==> config.mk <==
export PLATFORM = sky130hd
export DESIGN_NAME = toc_timer_one
export DESIGN_NICKNAME = d
export VERILOG_FILES = /design/src/hw/toc_pkg.sv /design/src/hw/toc_timer_one.sv
export SDC_FILE = /design/constraint.sdc
export NUM_CORES = 1
export LEC_CHECK = 0
export BUFFER_PORTS_ARGS = -buffer_cell sky130_fd_sc_hd__buf_2
export CAP_MARGIN = 20
export CORE_ASPECT_RATIO = 1.4
export CORE_UTILIZATION = 57
export CTS_CLUSTER_DIAMETER = 30
export DETAILED_ROUTE_END_ITERATION = 8
export GPL_TIMING_DRIVEN = 0
export PLACE_DENSITY = 0.75
export SLEW_MARGIN = 20
export SYNTH_ARGS = -nofsm -noshare
export SYNTH_HDL_FRONTEND = slang
export SYNTH_SLANG_ARGS = --single-unit
==> constraint.sdc <==
create_clock -name mclk -period 2.55 [get_ports mclk]
set_input_delay 0 -clock mclk [delete_from_list [all_inputs] [get_ports mclk]]
set_output_delay 0 -clock mclk [all_outputs]
set_load 0.05 [all_outputs]
==> src/hw/toc_pkg.sv <==
// Constants, field positions and mode encoding for timer one
// Assumes an 8-bit register port and one peripheral clock
package toc_pkg;
	// Register addresses
	localparam logic [7:0] ADDR_CONTROL = 8'h88;
	localparam logic [7:0] ADDR_MODE    = 8'h89;
	localparam logic [7:0] ADDR_LOW     = 8'h8B;
	localparam logic [7:0] ADDR_HIGH    = 8'h8D;
	localparam logic [7:0] ADDR_IRQ_EN  = 8'hA0;
	// Control register bits
	localparam int CTL_T1_OVF  = 7;
	localparam int CTL_T1_RUN  = 6;
	localparam int CTL_T0_OVF  = 5;
	localparam int CTL_T0_RUN  = 4;
	localparam int CTL_X1_FLAG = 3;
	localparam int CTL_X1_TYPE = 2;
	localparam int CTL_X0_FLAG = 1;
	localparam int CTL_X0_TYPE = 0;
	// Mode register fields (upper nibble)
	localparam int MOD_GATE    = 7;
	localparam int MOD_SOURCE  = 6;
	localparam int MOD_MODE_HI = 5;
	localparam int MOD_MODE_LO = 4;
	// Interrupt enable bits
	localparam int IEN_GLOBAL = 7;
	localparam int IEN_T1     = 3;
	localparam int IEN_T0     = 1;
	// Reset values
	localparam logic [7:0] RST_BYTE = 8'h00;
	// Peripheral clocks per peripheral cycle
	localparam int PER_CLOCKS = 6;
	// Prescaler top in mode 0
	localparam logic [4:0] PRESC_TOP = 5'h1F;
	// Mode encoding, in order of the field code
	typedef enum logic [1:0] {
		TOC_MODE_13BIT,
		TOC_MODE_16BIT,
		TOC_MODE_RELOAD,
		TOC_MODE_HOLD
	} toc_mode_type;
endpackage

==> src/hw/toc_timer_one.sv <==
// Timer one counter with the shared timer control register
// Assumes all pins synchronous to mclk; acks are one-cycle pulses
//
// The address-and-strobe port was chosen for this implementation.
module toc_timer_one
	import toc_pkg::*;
(
	// Clock and reset
	input  wire logic       mclk,
	input  wire logic       rstn,
	// Register port
	input  wire logic [7:0] addr,
	input  wire logic [7:0] wdata,
	input  wire logic       wr,
	input  wire logic       rd,
	output logic      [7:0] rdata,
	// External pins, active low irq pins
	input  wire logic       ext_irq_one_pin_n,
	input  wire logic       ext_irq_zero_pin_n,
	input  wire logic       timer_one_count_pin,
	// Other timer side
	input  wire logic       timer_zero_ovf,
	input  wire logic       timer_zero_split,
	input  wire logic       timer_zero_high_ovf,
	output logic            timer_zero_run,
	// Vectoring acknowledges
	input  wire logic       ack_timer_one,
	input  wire logic       ack_timer_zero,
	input  wire logic       ack_ext_one,
	input  wire logic       ack_ext_zero,
	// Requests and baud clock
	output logic            irq_timer_one,
	output logic            irq_timer_zero,
	output logic            irq_ext_one,
	output logic            irq_ext_zero,
	output logic            baud_tick
);
	logic [7:0]   control;       // Shared control bits
	logic [3:0]   mode_nib;      // Upper nibble of mode reg
	logic [7:0]   timer_one_low_byte;
	logic [7:0]   timer_one_high_byte;
	logic [7:0]   irq_en;        // Enable register
	logic [2:0]   per_cnt;       // Six-clock divider
	logic         per_en;        // Peripheral cycle strobe
	logic         cnt_sample;    // Count pin sample
	logic         x0_sample;     // Irq-zero pin sample
	logic         x1_sample;     // Irq-one pin sample
	logic         cnt_fall;      // High then low seen
	logic         x0_fall;
	logic         x1_fall;
	logic         run;           // Counting allowed
	logic         tick;          // One count this cycle
	logic         ovf;           // Rollover this cycle
	logic         set_t1;        // Hardware sets flag
	toc_mode_type mode;

	// Decoded writes
	logic wr_ctl;
	logic wr_mod;
	logic wr_low;
	logic wr_high;
	assign wr_ctl  = wr && addr == ADDR_CONTROL;
	assign wr_mod  = wr && addr == ADDR_MODE;
	assign wr_low  = wr && addr == ADDR_LOW;
	assign wr_high = wr && addr == ADDR_HIGH;

	// Mode field in the upper nibble
	assign mode = toc_mode_type'(mode_nib[MOD_MODE_HI-4:MOD_MODE_LO-4]);

	// Peripheral cycle divider
	always_ff @(posedge mclk or negedge rstn) begin
		if (!rstn) begin
			per_cnt <= 3'h0;
			per_en  <= 1'b0;
		end else if (per_cnt == 3'(PER_CLOCKS - 1)) begin
			per_cnt <= 3'h0;
			per_en  <= 1'b1;
		end else begin
			per_cnt <= per_cnt + 3'h1;
			per_en  <= 1'b0;
		end
	end

	// Pin samples, once per peripheral cycle
	always_ff @(posedge mclk or negedge rstn) begin
		if (!rstn) begin
			cnt_sample <= 1'b0;
			x0_sample  <= 1'b1;
			x1_sample  <= 1'b1;
		end else if (per_en) begin
			cnt_sample <= timer_one_count_pin;
			x0_sample  <= ext_irq_zero_pin_n;
			x1_sample  <= ext_irq_one_pin_n;
		end
	end

	// Falling edges between two samples
	assign cnt_fall = per_en && cnt_sample && !timer_one_count_pin;
	assign x0_fall  = per_en && x0_sample && !ext_irq_zero_pin_n;
	assign x1_fall  = per_en && x1_sample && !ext_irq_one_pin_n;

	// Run condition; split other timer owns the run bit
	always_comb begin
		if (timer_zero_split)
			run = 1'b1;
		else
			run = control[CTL_T1_RUN];
		if (mode_nib[MOD_GATE-4] && ext_irq_one_pin_n == 1'b0)
			run = 1'b0;
	end

	// Counted input: peripheral cycle or pin edge
	assign tick = run && mode != TOC_MODE_HOLD &&
		(mode_nib[MOD_SOURCE-4] ? cnt_fall : per_en);

	// Rollover detect per mode
	always_comb begin
		case (mode)
			TOC_MODE_13BIT:  ovf = tick && timer_one_high_byte == 8'hFF &&
				timer_one_low_byte[4:0] == PRESC_TOP;
			TOC_MODE_16BIT:  ovf = tick && timer_one_high_byte == 8'hFF &&
				timer_one_low_byte == 8'hFF;
			TOC_MODE_RELOAD: ovf = tick && timer_one_low_byte == 8'hFF;
			default:         ovf = 1'b0;
		endcase
	end

	// Low byte: writes win over counting
	always_ff @(posedge mclk or negedge rstn) begin
		if (!rstn) begin
			timer_one_low_byte <= RST_BYTE;
		end else if (wr_low) begin
			timer_one_low_byte <= wdata;
		end else if (tick) begin
			case (mode)
				TOC_MODE_13BIT:
					// Upper three bits left alone
					timer_one_low_byte[4:0] <= timer_one_low_byte[4:0] + 5'h01;
				TOC_MODE_RELOAD:
					if (timer_one_low_byte == 8'hFF)
						timer_one_low_byte <= timer_one_high_byte;
					else
						timer_one_low_byte <= timer_one_low_byte + 8'h01;
				default:
					timer_one_low_byte <= timer_one_low_byte + 8'h01;
			endcase
		end
	end

	// High byte: carries from the low side
	always_ff @(posedge mclk or negedge rstn) begin
		if (!rstn) begin
			timer_one_high_byte <= RST_BYTE;
		end else if (wr_high) begin
			timer_one_high_byte <= wdata;
		end else if (tick) begin
			case (mode)
				TOC_MODE_13BIT:
					if (timer_one_low_byte[4:0] == PRESC_TOP)
						timer_one_high_byte <= timer_one_high_byte + 8'h01;
				TOC_MODE_16BIT:
					if (timer_one_low_byte == 8'hFF)
						timer_one_high_byte <= timer_one_high_byte + 8'h01;
				default:
					// Reload and hold keep high byte
					timer_one_high_byte <= timer_one_high_byte;
			endcase
		end
	end

	// Mode and enable registers; mode changes with the
	// timer stopped are the caller's duty
	always_ff @(posedge mclk or negedge rstn) begin
		if (!rstn) begin
			mode_nib <= 4'h0;
			irq_en   <= RST_BYTE;
		end else begin
			if (wr_mod)
				mode_nib <= wdata[7:4];
			if (wr && addr == ADDR_IRQ_EN)
				irq_en <= wdata;
		end
	end

	// Own flag set: in split mode the other timer drives it
	assign set_t1 = timer_zero_split ? timer_zero_high_ovf : ovf;

	// Control register; hardware sets win over any clear
	always_ff @(posedge mclk or negedge rstn) begin
		if (!rstn) begin
			control <= RST_BYTE;
		end else begin
			if (wr_ctl)
				control <= wdata;
			// This timer's overflow flag
			if (set_t1)
				control[CTL_T1_OVF] <= 1'b1;
			else if (ack_timer_one)
				control[CTL_T1_OVF] <= 1'b0;
			// Other timer's overflow flag
			if (timer_zero_ovf)
				control[CTL_T0_OVF] <= 1'b1;
			else if (ack_timer_zero)
				control[CTL_T0_OVF] <= 1'b0;
			// Irq-one flag: level follows pin, edge latches
			if (!control[CTL_X1_TYPE])
				control[CTL_X1_FLAG] <= !ext_irq_one_pin_n;
			else if (x1_fall)
				control[CTL_X1_FLAG] <= 1'b1;
			else if (ack_ext_one)
				control[CTL_X1_FLAG] <= 1'b0;
			// Irq-zero flag, same scheme
			if (!control[CTL_X0_TYPE])
				control[CTL_X0_FLAG] <= !ext_irq_zero_pin_n;
			else if (x0_fall)
				control[CTL_X0_FLAG] <= 1'b1;
			else if (ack_ext_zero)
				control[CTL_X0_FLAG] <= 1'b0;
		end
	end

	// Requests and side outputs, all registered
	always_ff @(posedge mclk or negedge rstn) begin
		if (!rstn) begin
			irq_timer_one  <= 1'b0;
			irq_timer_zero <= 1'b0;
			irq_ext_one    <= 1'b0;
			irq_ext_zero   <= 1'b0;
			baud_tick      <= 1'b0;
			timer_zero_run <= 1'b0;
		end else begin
			// Split mode: no interrupt from own overflow
			irq_timer_one  <= control[CTL_T1_OVF] && irq_en[IEN_T1] &&
				irq_en[IEN_GLOBAL];
			irq_timer_zero <= control[CTL_T0_OVF] && irq_en[IEN_T0] &&
				irq_en[IEN_GLOBAL];
			irq_ext_one    <= control[CTL_X1_FLAG];
			irq_ext_zero   <= control[CTL_X0_FLAG];
			baud_tick      <= ovf;
			timer_zero_run <= control[CTL_T0_RUN];
		end
	end

	// Read data, valid the cycle after the strobe
	always_ff @(posedge mclk or negedge rstn) begin
		if (!rstn) begin
			rdata <= RST_BYTE;
		end else if (rd) begin
			case (addr)
				ADDR_CONTROL: rdata <= control;
				ADDR_MODE:    rdata <= {mode_nib, 4'h0};
				ADDR_LOW:     rdata <= timer_one_low_byte;
				ADDR_HIGH:    rdata <= timer_one_high_byte;
				ADDR_IRQ_EN:  rdata <= irq_en;
				default:      rdata <= RST_BYTE; // Unmapped reads zero
			endcase
		end else begin
			rdata <= RST_BYTE;
		end
	end
endmodule

Word-level counts from Yosys, hierarchy flattened:

Cells that the tools add are included.

* register bits after elaboration: 57
* latch bits: 0
* bits in writable memories: 0
* bits in read-only memories: 0
* bits of input ports: 30
* output and inout bits: 14
* word-level logic and storage cells: 107
* memories kept: 0

* add/subtract/negate cells: 4
* multiply operators: 0
* div/mod/pow operators: 0
* magnitude comparators: 0
* equal/unequal tests: 17
* shift operators: 0
* muxes and demuxes: 30
* bitwise operators: 1
* reductions and logical operators: 33

Operators by type and width (count)
* 8-bit two-way mux: 9
* 8-bit == test, second input constant: 7
* 8-bit one-hot mux with 5 select lines: 1
* 1-bit logical AND: 22
* 8-bit by 1-bit adder with 8-bit output, second input constant: 2
* 8-bit one-hot mux with 2 select lines: 1
* 1-bit two-way mux: 15
* 5-bit one-hot mux with 2 select lines: 1
* 3-bit nonzero test: 3
* 4-bit by 2-bit != test with 1-bit output, second input constant: 2
* 3-bit != test, second input constant: 2
* 3-bit one-hot mux with 2 select lines: 1
* 5-bit by 1-bit adder with 5-bit output, second input constant: 1
* 5-bit == test, second input constant: 1
* 2-bit != test, second input constant: 2
* 4-bit AND reduction: 1
* 2-bit nonzero test: 2
* 3-bit by 1-bit adder with 3-bit output, second input constant: 1
* 3-bit == test, second input constant: 1
* 1-bit zero test: 3
* 3-bit two-way mux: 1
* 1-bit one-hot mux with 3 select lines: 1
* 2-bit by 1-bit == test with 1-bit output, second input constant: 1
* 2-bit == test, second input constant: 1
* 3 further kinds: 3

Longest topological paths before layout:

Gate-level depths: netlist of the first run.

* depth in word-level cells: 10
* depth in mapped cells: 8

Least setup slack after synthesis of the first run:

Ideal clock, no wire load.

* kind: reg2reg
* start point: register timer_one_low_byte[0]
* end point: register timer_one_high_byte[4]
* library setup time: 126 ps
* data arrival time: 1818 ps
* required time: 2424 ps
* setup slack: 606 ps
* cell stages (with the launch flop): 9
* clock period less this slack: 1944 ps
* cell sequence: dfrtp_1 -> ha_1 -> and3_1 -> ha_1 -> mux2_2 -> and3b_1 -> nand4_1 -> xor2_1 -> mux2i_1

* word-level cells in the longest chain between the ends: 3
* elaborated cells on any way between the ends: 5

Ends and longest elaborated chain
* start, declared: RTL line toc_timer_one.sv:40 `logic [7:0] timer_one_low_byte;`
* start signal, assigned: RTL line toc_timer_one.sv:133 `timer_one_low_byte <= wdata;`
* start signal, assigned: RTL line toc_timer_one.sv:138 `timer_one_low_byte[4:0] <= timer_one_low_byte[4:0] + 5'h01;`
* start signal, assigned: RTL line toc_timer_one.sv:141 `timer_one_low_byte <= timer_one_high_byte;`
* 8-bit == test or 5-bit == test (tied branches): RTL line toc_timer_one.sv:162, toc_timer_one.sv:159
* 3-bit != test (no line)
* 4-bit AND reduction (no line) (*)
* end signal, assigned: RTL line toc_timer_one.sv:160 `timer_one_high_byte <= timer_one_high_byte + 8'h01;`
* end signal, assigned: RTL line toc_timer_one.sv:163 `timer_one_high_byte <= timer_one_high_byte + 8'h01;`
* end signal, assigned: RTL line toc_timer_one.sv:166 `timer_one_high_byte <= timer_one_high_byte;`
* end, declared: RTL line toc_timer_one.sv:41 `logic [7:0] timer_one_high_byte;`

Every way passes the cells marked *; elsewhere a longest branch is shown, timed or not.
A chain may end at the register's enable or synchronous reset.

Worst setup path in the final report of the first run:

* start point: register mode_nib[1]
* end point: register control[7]

* word-level cells in the longest chain between the ends: 8
* elaborated cells on any way between the ends: 14

Ends and longest elaborated chain
* start, declared: RTL line toc_timer_one.sv:39 `logic [3:0] mode_nib;`
* start signal, assigned: RTL line toc_timer_one.sv:179 `mode_nib <= wdata[7:4];`
* 2-bit != test: RTL line toc_timer_one.sv:113 `assign tick = run && mode != TOC_MODE_HOLD &&`
* 1-bit logical AND (2 in series): RTL line toc_timer_one.sv:113
* 1-bit logical AND: RTL line toc_timer_one.sv:119, toc_timer_one.sv:121
* 1-bit logical AND, on equally long branches: RTL line toc_timer_one.sv:121, toc_timer_one.sv:119
* 1-bit one-hot mux with 3 select lines (*): RTL line toc_timer_one.sv:118 `case (mode)`
* 1-bit two-way mux (*): RTL line toc_timer_one.sv:186 `assign set_t1 = timer_zero_split ? timer_zero_high_ovf : ovf;`
* 3-bit nonzero test (no line) or 1-bit two-way mux (tied branches)
* end signal, assigned: RTL line toc_timer_one.sv:194 `control <= wdata;`
* end signal, assigned by index: RTL line toc_timer_one.sv:207 `control[CTL_X1_FLAG] <= !ext_irq_one_pin_n;`
* end signal, assigned by index: RTL line toc_timer_one.sv:214 `control[CTL_X0_FLAG] <= !ext_irq_zero_pin_n;`
* end, declared: RTL line toc_timer_one.sv:38 `logic [7:0] control;`

Marked as above.

==> results of run 1 <==
repair_timing:
item                                   CTS  global route
gates resized for setup                  0             2
hold buffers                            19             0
setup endpoints to repair                0             1
endpoints found under the hold margin   80             0
worst max-delay path: cells and delay by family (launching register included):
family | cells | cell delay (ps)
AO/OA/AOI/OAI | 3 | 530
flip-flops | 1 | 450
AND/OR/NAND/NOR | 2 | 490
buffers and inverters | 2 | 740
adder cells (fa/ha/maj) | 1 | 200
registers in the layout (all words and copies together) (netlist names):
name,count
baud_tick,1
cnt_sample,1
control,8
irq_en,8
irq_ext_one,1
irq_ext_zero,1
irq_timer_one,1
irq_timer_zero,1
mode_nib,4
per_cnt,3
per_en,1
rdata,8
timer_one_high_byte,8
timer_one_low_byte,8
timer_zero_run,1
x0_sample,1
x1_sample,1
where the power goes:
group | switching [uW] | total [uW] | leakage, uW | internal, uW
sequential | 73.5 | 1030 | 0.000748 | 961
clock | 393 | 742 | 0.0000814 | 349
combinational | 168 | 304 | 0.000947 | 136
worst paths after layout:
kind / start / endpoint / slack, ps
worst max-delay path: mode_nib[1]$_DFFE_PN0P_ / control[7]$_DFFE_PN0P_ / 60
worst min-delay path: addr[7] / timer_one_high_byte[4]$_DFFE_PN0P_ / 20
worst max register to register: mode_nib[1]$_DFFE_PN0P_ / control[7]$_DFFE_PN0P_ / 60
worst min register to register: control[4]$_DFFE_PN0P_ / timer_zero_run$_DFF_PN0_ / 410
max in group asynchronous: rstn / mode_nib[0]$_DFFE_PN0P_ / 1790
min in group asynchronous: rstn / control[7]$_DFFE_PN0P_ / 260
stage by stage:
stage | instance area, um2 | cells | worst slack (ps) | util (%) | power, uW
after floorplan | 3130 | 289 | 606 | - | 1210
after global placement | 3420 | 396 | 455 | 65.3 | 1320
after detailed placement | 3420 | 396 | 446 | 65.3 | 1320
after CTS | 3780 | 431 | 77.7 | 72.2 | 2080
after global routing | 3790 | 431 | 14.4 | 72.3 | 2170
final | 3790 | 431 | 59.5 | 72.3 | 2080
metal layers:
| layer | share of wire, % | track usage, % | vias up | wire, um |
|---|---|---|---|---|
| li1 | - | - | 1226 | - |
| met1 | 43 | 35.9 | 1271 | 3290 |
| met2 | 50 | 48.8 | 88 | 3840 |
| met3 | 4.1 | 4.92 | 19 | 315 |
| met4 | 2.5 | 12.9 | 0 | 192 |
| met5 | 0 | 0 | - | 0 |
cells by family after synthesis:
kind of cell	after synthesis	share of synthesized area (%)
XOR/XNOR	9	2.52
multiplexers	28	10.0
buffers and inverters	21	3.64
flip-flops	57	45.7
AO/OA/AOI/OAI	73	17.1
AND/OR/NAND/NOR	93	18.0
adder cells (fa/ha/maj)	8	3.12
cell usage after synthesis (2+ instances only):
master     count  area (um2)
a21oi_1       14        70.1
a221oi_1       5        43.8
a222oi_1       4        40.0
a22o_1         5        43.8
a22oi_1        4        30.0
a31oi_1        2        12.5
and2_1         3        18.8
and3_1         6        37.5
and4_1         4        35.0
buf_4          5        37.5
buf_6          2        22.5
clkbuf_1       2        7.51
dfrtp_1       55        1380
dfstp_2        2        52.6
ha_1           7        87.6
inv_1         10        37.5
mux2_1         2        22.5
mux2_2        16         180
mux2_4         2        30.0
mux2i_1        8        80.1
nand2_1       21        78.8
nand2b_1       3        18.8
nand3_1        8        40.0
nand4_1       10        62.6
nor2_1        22        82.6
o211ai_1       3        22.5
o21ai_0       16        80.1
o21ai_1        2        10.0
o21bai_1       2        15.0
o2bb2ai_1      4        35.0
or3_1          2        12.5
xor2_1         8        70.1
area by class of cell:
type                       instances  area share (%)
timing repair buffer              60            10.5
tap                               66            2.18
clock buffer                       9            3.27
buffer                            10            1.92
multi-input combinational        211            42.1
inverter                          11            1.09
sequential                        57            37.8
clock inverter                     7            1.22
==> impl_metrics.json, run 1 <==
{
  "status": "complete, no violations",
  "clk_pin_slew_ps": 70,
  "cp_max_fo": 10,
  "port_buffers": 41,
  "synth_cells": 289,
  "final.period_utilization_pct": 97.7,
  "nets": 397,
  "p_per_area_nw_per_um2": 549,
  "numCtsBuffers": 9,
  "synth.distinct_cells": 62,
  "clock_skew_ps": 6.89,
  "timing.slew.headroom_pct": 52.2,
  "leakage_uw": 0.00178,
  "hold-path-cell-count": 3,
  "max_cap_violations": 0,
  "slowest_delay_ps": 580,
  "min_period_ps": 2490,
  "cp-end-kind": "register",
  "rows": 31,
  "path_cells": "ha_1 -> nand2b_2 -> a2111o_1 -> buf_6 -> nor4_2 -> a21oi_1 -> o211ai_1 -> dlygate4sd3_1",
  "vias": 2604,
  "tns_ps": 0,
  "clockBufferDepth": 2,
  "antenna_left": 0,
  "postSynthAreaPerCell_um2": 10.8,
  "fp.dieArea_um2": 5790,
  "post-cts-setup-buffers": 0,
  "cts.htree.levels": 3,
  "syn_nets": 326,
  "drc_errors": 0,
  "rsz0062_at_grt": "false",
  "worstMarginPinSlew_ps": 717,
  "wire_per_inst_um": 17.7,
  "coreArea_um2": 5240,
  "clock.fmax_ghz": 0.402,
  "grt-ovfl-total": 0,
  "ios": 44,
  "nFillCells": 397,
  "grt.total_usage_pct": 28.7,
  "worst_ep_arrival_time_ps": 2770,
  "first_iter_violations": 194,
  "seqCellArea_um2": 1430,
  "ys_ff_latch": 57,
  "peakVddDrop_v": 0.000419,
  "place_congestion": 0.923,
  "dieWidth_um": 64.6,
  "worst_hold_slack_ps": 15.3,
  "hold_path_class": "primary input to register",
  "start_kind": "register",
  "clk_latency_ps": 350,
  "wl_um": 7630,
  "antennaDiodeCount": 0,
  "final_common_cell": "dfrtp_1",
  "syn2layout_area_growth_pct": 21.0,
  "yosys_warnings": 0,
  "critPathSlowestCell": "dlygate4sd3_1",
  "multi_input_area_um2": 1590,
  "path_class": "register to register",
  "hold_viol": 0,
  "drt_first_pass_iters": 5,
  "finalSetupViolations": 0,
  "hpwlAfterDp_um": 5390,
  "clockRootBuffer": "clkbuf_8",
  "grt_max_degree": 58,
  "grt_pass1_wl_um": 12200,
  "syn-cell-area_um2": 3130,
  "cts_tree": "yes",
  "viasPerCell": 6.04,
  "reg2regPathDepth": 8,
  "synth-edff-count": 0,
  "cts_sinks": 57,
  "antenna_found_initial": 0,
  "ys.flop_type": "dfrtp_1",
  "die_y_um": 89.7,
  "grt_pass1_vias": 2478,
  "drive_above_1_share_pct": 28.2,
  "initial_utilization_pct": 59.8,
  "drv_slew": 0,
  "synth_seq_area_share_pct": 45.7,
  "final_cell_mix": "54 x dfrtp_1, 41 x buf_2, 22 x nor2_1",
  "ys_async_sr_fraction_pct": 100,
  "required_ps": 2830
}
Note: power is estimated with default switching activity, not from simulation.
==> run 2, diff against run 1 <==
BUFFER_PORTS_ARGS = -buffer_cell sky130_fd_sc_hd__buf_4   (was -buffer_cell sky130_fd_sc_hd__buf_2)
SKIP_LAST_GASP = 1   (was default)
==> impl_metrics.json, run 2 (synthesis results as in run 1) <==
{
  "hold_path_class": "primary input to register",
  "cp-end-kind": "register",
  "cts.htree.levels": 3,
  "cp-startpoint": "mode_nib[0]$_DFFE_PN0P_",
  "drv_slew": 0,
  "dp_slack_ps": 444,
  "place_congestion": 0.902,
  "final_cell_mix": "54 x dfrtp_1, 46 x buf_4, 22 x nor2_1",
  "wire_per_inst_um": 18.1,
  "finalSetupViolations": 0,
  "clk_latency_ps": 350,
  "p_per_area_nw_per_um2": 543,
  "final.period_utilization_pct": 97.8,
  "timing.slew.headroom_pct": 51.1,
  "r2r-start": "mode_nib[0]$_DFFE_PN0P_",
  "max_cap_violations": 0,
  "initial_utilization_pct": 59.8,
  "layout.cells.non_filler": 432,
  "antenna_left": 0,
  "final_area_um2": 3910,
  "dieWidth_um": 64.6,
  "peakVddDrop_v": 0.000422,
  "worstHoldStart": "addr[7]",
  "reg2reg_to": "control[7]$_DFFE_PN0P_",
  "nFillCells": 397,
  "leakage_uw": 0.00181,
  "drc_errors": 0,
  "setup_ws_ps": 57.3,
  "total_power_uw": 2120,
  "crit_end": "control[7]$_DFFE_PN0P_",
  "cts_tree": "yes",
  "port_buffers": 41,
  "start_kind": "register",
  "grt_pass1_wl_um": 12900,
  "cp_max_fo": 10,
  "clockBufferDepth": 2,
  "grt-ovfl-total": 0,
  "reg2regPathDepth": 8,
  "first_iter_violations": 186,
  "worstMarginPinSlew_ps": 733,
  "antennaDiodeCount": 0,
  "cts_sinks": 57,
  "coreArea_um2": 5240,
  "min_period_ps": 2490,
  "drt_first_pass_iters": 4,
  "path_class": "register to register",
  "rows": 31,
  "hpwlAfterDp_um": 5520,
  "clk_pin_slew_ps": 70,
  "hold_viol": 0,
  "clock_skew_ps": 10.8,
  "grt_max_degree": 58,
  "syn2layout_area_growth_pct": 24.9,
  "viasPerCell": 6.07,
  "drive_above_1_share_pct": 28.1,
  "worst_ep_arrival_time_ps": 2780,
  "r2r_setup_slack_ps": 60,
  "required_ps": 2830,
  "final_common_cell": "dfrtp_1",
  "placed_cells_incl_taps": 396,
  "die_y_um": 89.7,
  "grt.total_usage_pct": 30.7,
  "numCtsBuffers": 9,
  "fp.dieArea_um2": 5790,
  "ios": 44,
  "nets": 398,
  "detailed_place.area_um2": 3520,
  "clockRootBuffer": "clkbuf_8",
  "grt_pass1_vias": 2598,
  "clock.fmax_ghz": 0.401,
  "status": "complete, no violations",
  "antenna_found_initial": 0,
  "vias": 2624,
  "wl_um": 7820
}
[run 2: metrics by stage]
step	hold WS [ps]	util (%)	setup TNS (ps)
4_1_cts	1.49	74.5	0
6_report	18.9	74.6	0
2_1_floorplan	-296	-	0
5_1_grt	34.0	74.6	-17.1
3_3_place_gp	94.7	67.2	0
3_5_place_dp	96.7	67.2	0
[run 2: worst min path at each step]
stage / endpoint / slack [ps] / cells past startpoint
after floorplan: baud_tick$_DFF_PN0_ / -300 / 0
after global placement: irq_en[4]$_DFFE_PN0P_ / 90 / 1
after detailed placement: irq_en[4]$_DFFE_PN0P_ / 100 / 1
after CTS: timer_one_high_byte[4]$_DFFE_PN0P_ / 1 / 3
after global routing: timer_one_high_byte[4]$_DFFE_PN0P_ / 30 / 3
final: timer_one_high_byte[4]$_DFFE_PN0P_ / 20 / 3
[run 2: timing repair]
action / in CTS / in global routing
endpoints found under the hold margin: 92 / 0
setup endpoints to repair: 0 / 1
setup buffers: 0 / 0
hold buffers: 20 / 0
gates resized for setup: 0 / 2
[run 2: layout make-up]
type | instances | area [um2] | area share [%]
multi-input combinational | 211 | 1590 | 40.8
sequential | 57 | 1430 | 36.6
tap | 66 | 82.6 | 2.11
inverter | 11 | 41.3 | 1.06
clock buffer | 10 | 138 | 3.52
timing repair buffer | 61 | 508 | 13.0
buffer | 10 | 72.6 | 1.86
clock inverter | 6 | 42.5 | 1.09
[run 2: per-layer routing]
metal	GRT usage, %	vias to the layer above	part of all wire (%)
li1	-	1219	-
met1	38.2	1280	42
met2	47.4	100	49
met3	7.20	25	5.5
met4	21.6	0	3.2
met5	0	-	0
[run 2: critical path, stage by stage (launching register included)]
cell and delay, ps:
dfrtp_1 460, ha_1 240, nand2b_2 210, a2111o_1 370
buf_6 160, nor4_2 260, a21oi_1 80, o211ai_1 90
dlygate4sd3_1 560
[run 2: where the power goes]
| group | switching, uW | internal (uW) |
|---|---|---|
| sequential | 74.3 | 961 |
| clock | 385 | 379 |
| combinational | 169 | 151 |
| total | 628 | 1490 |
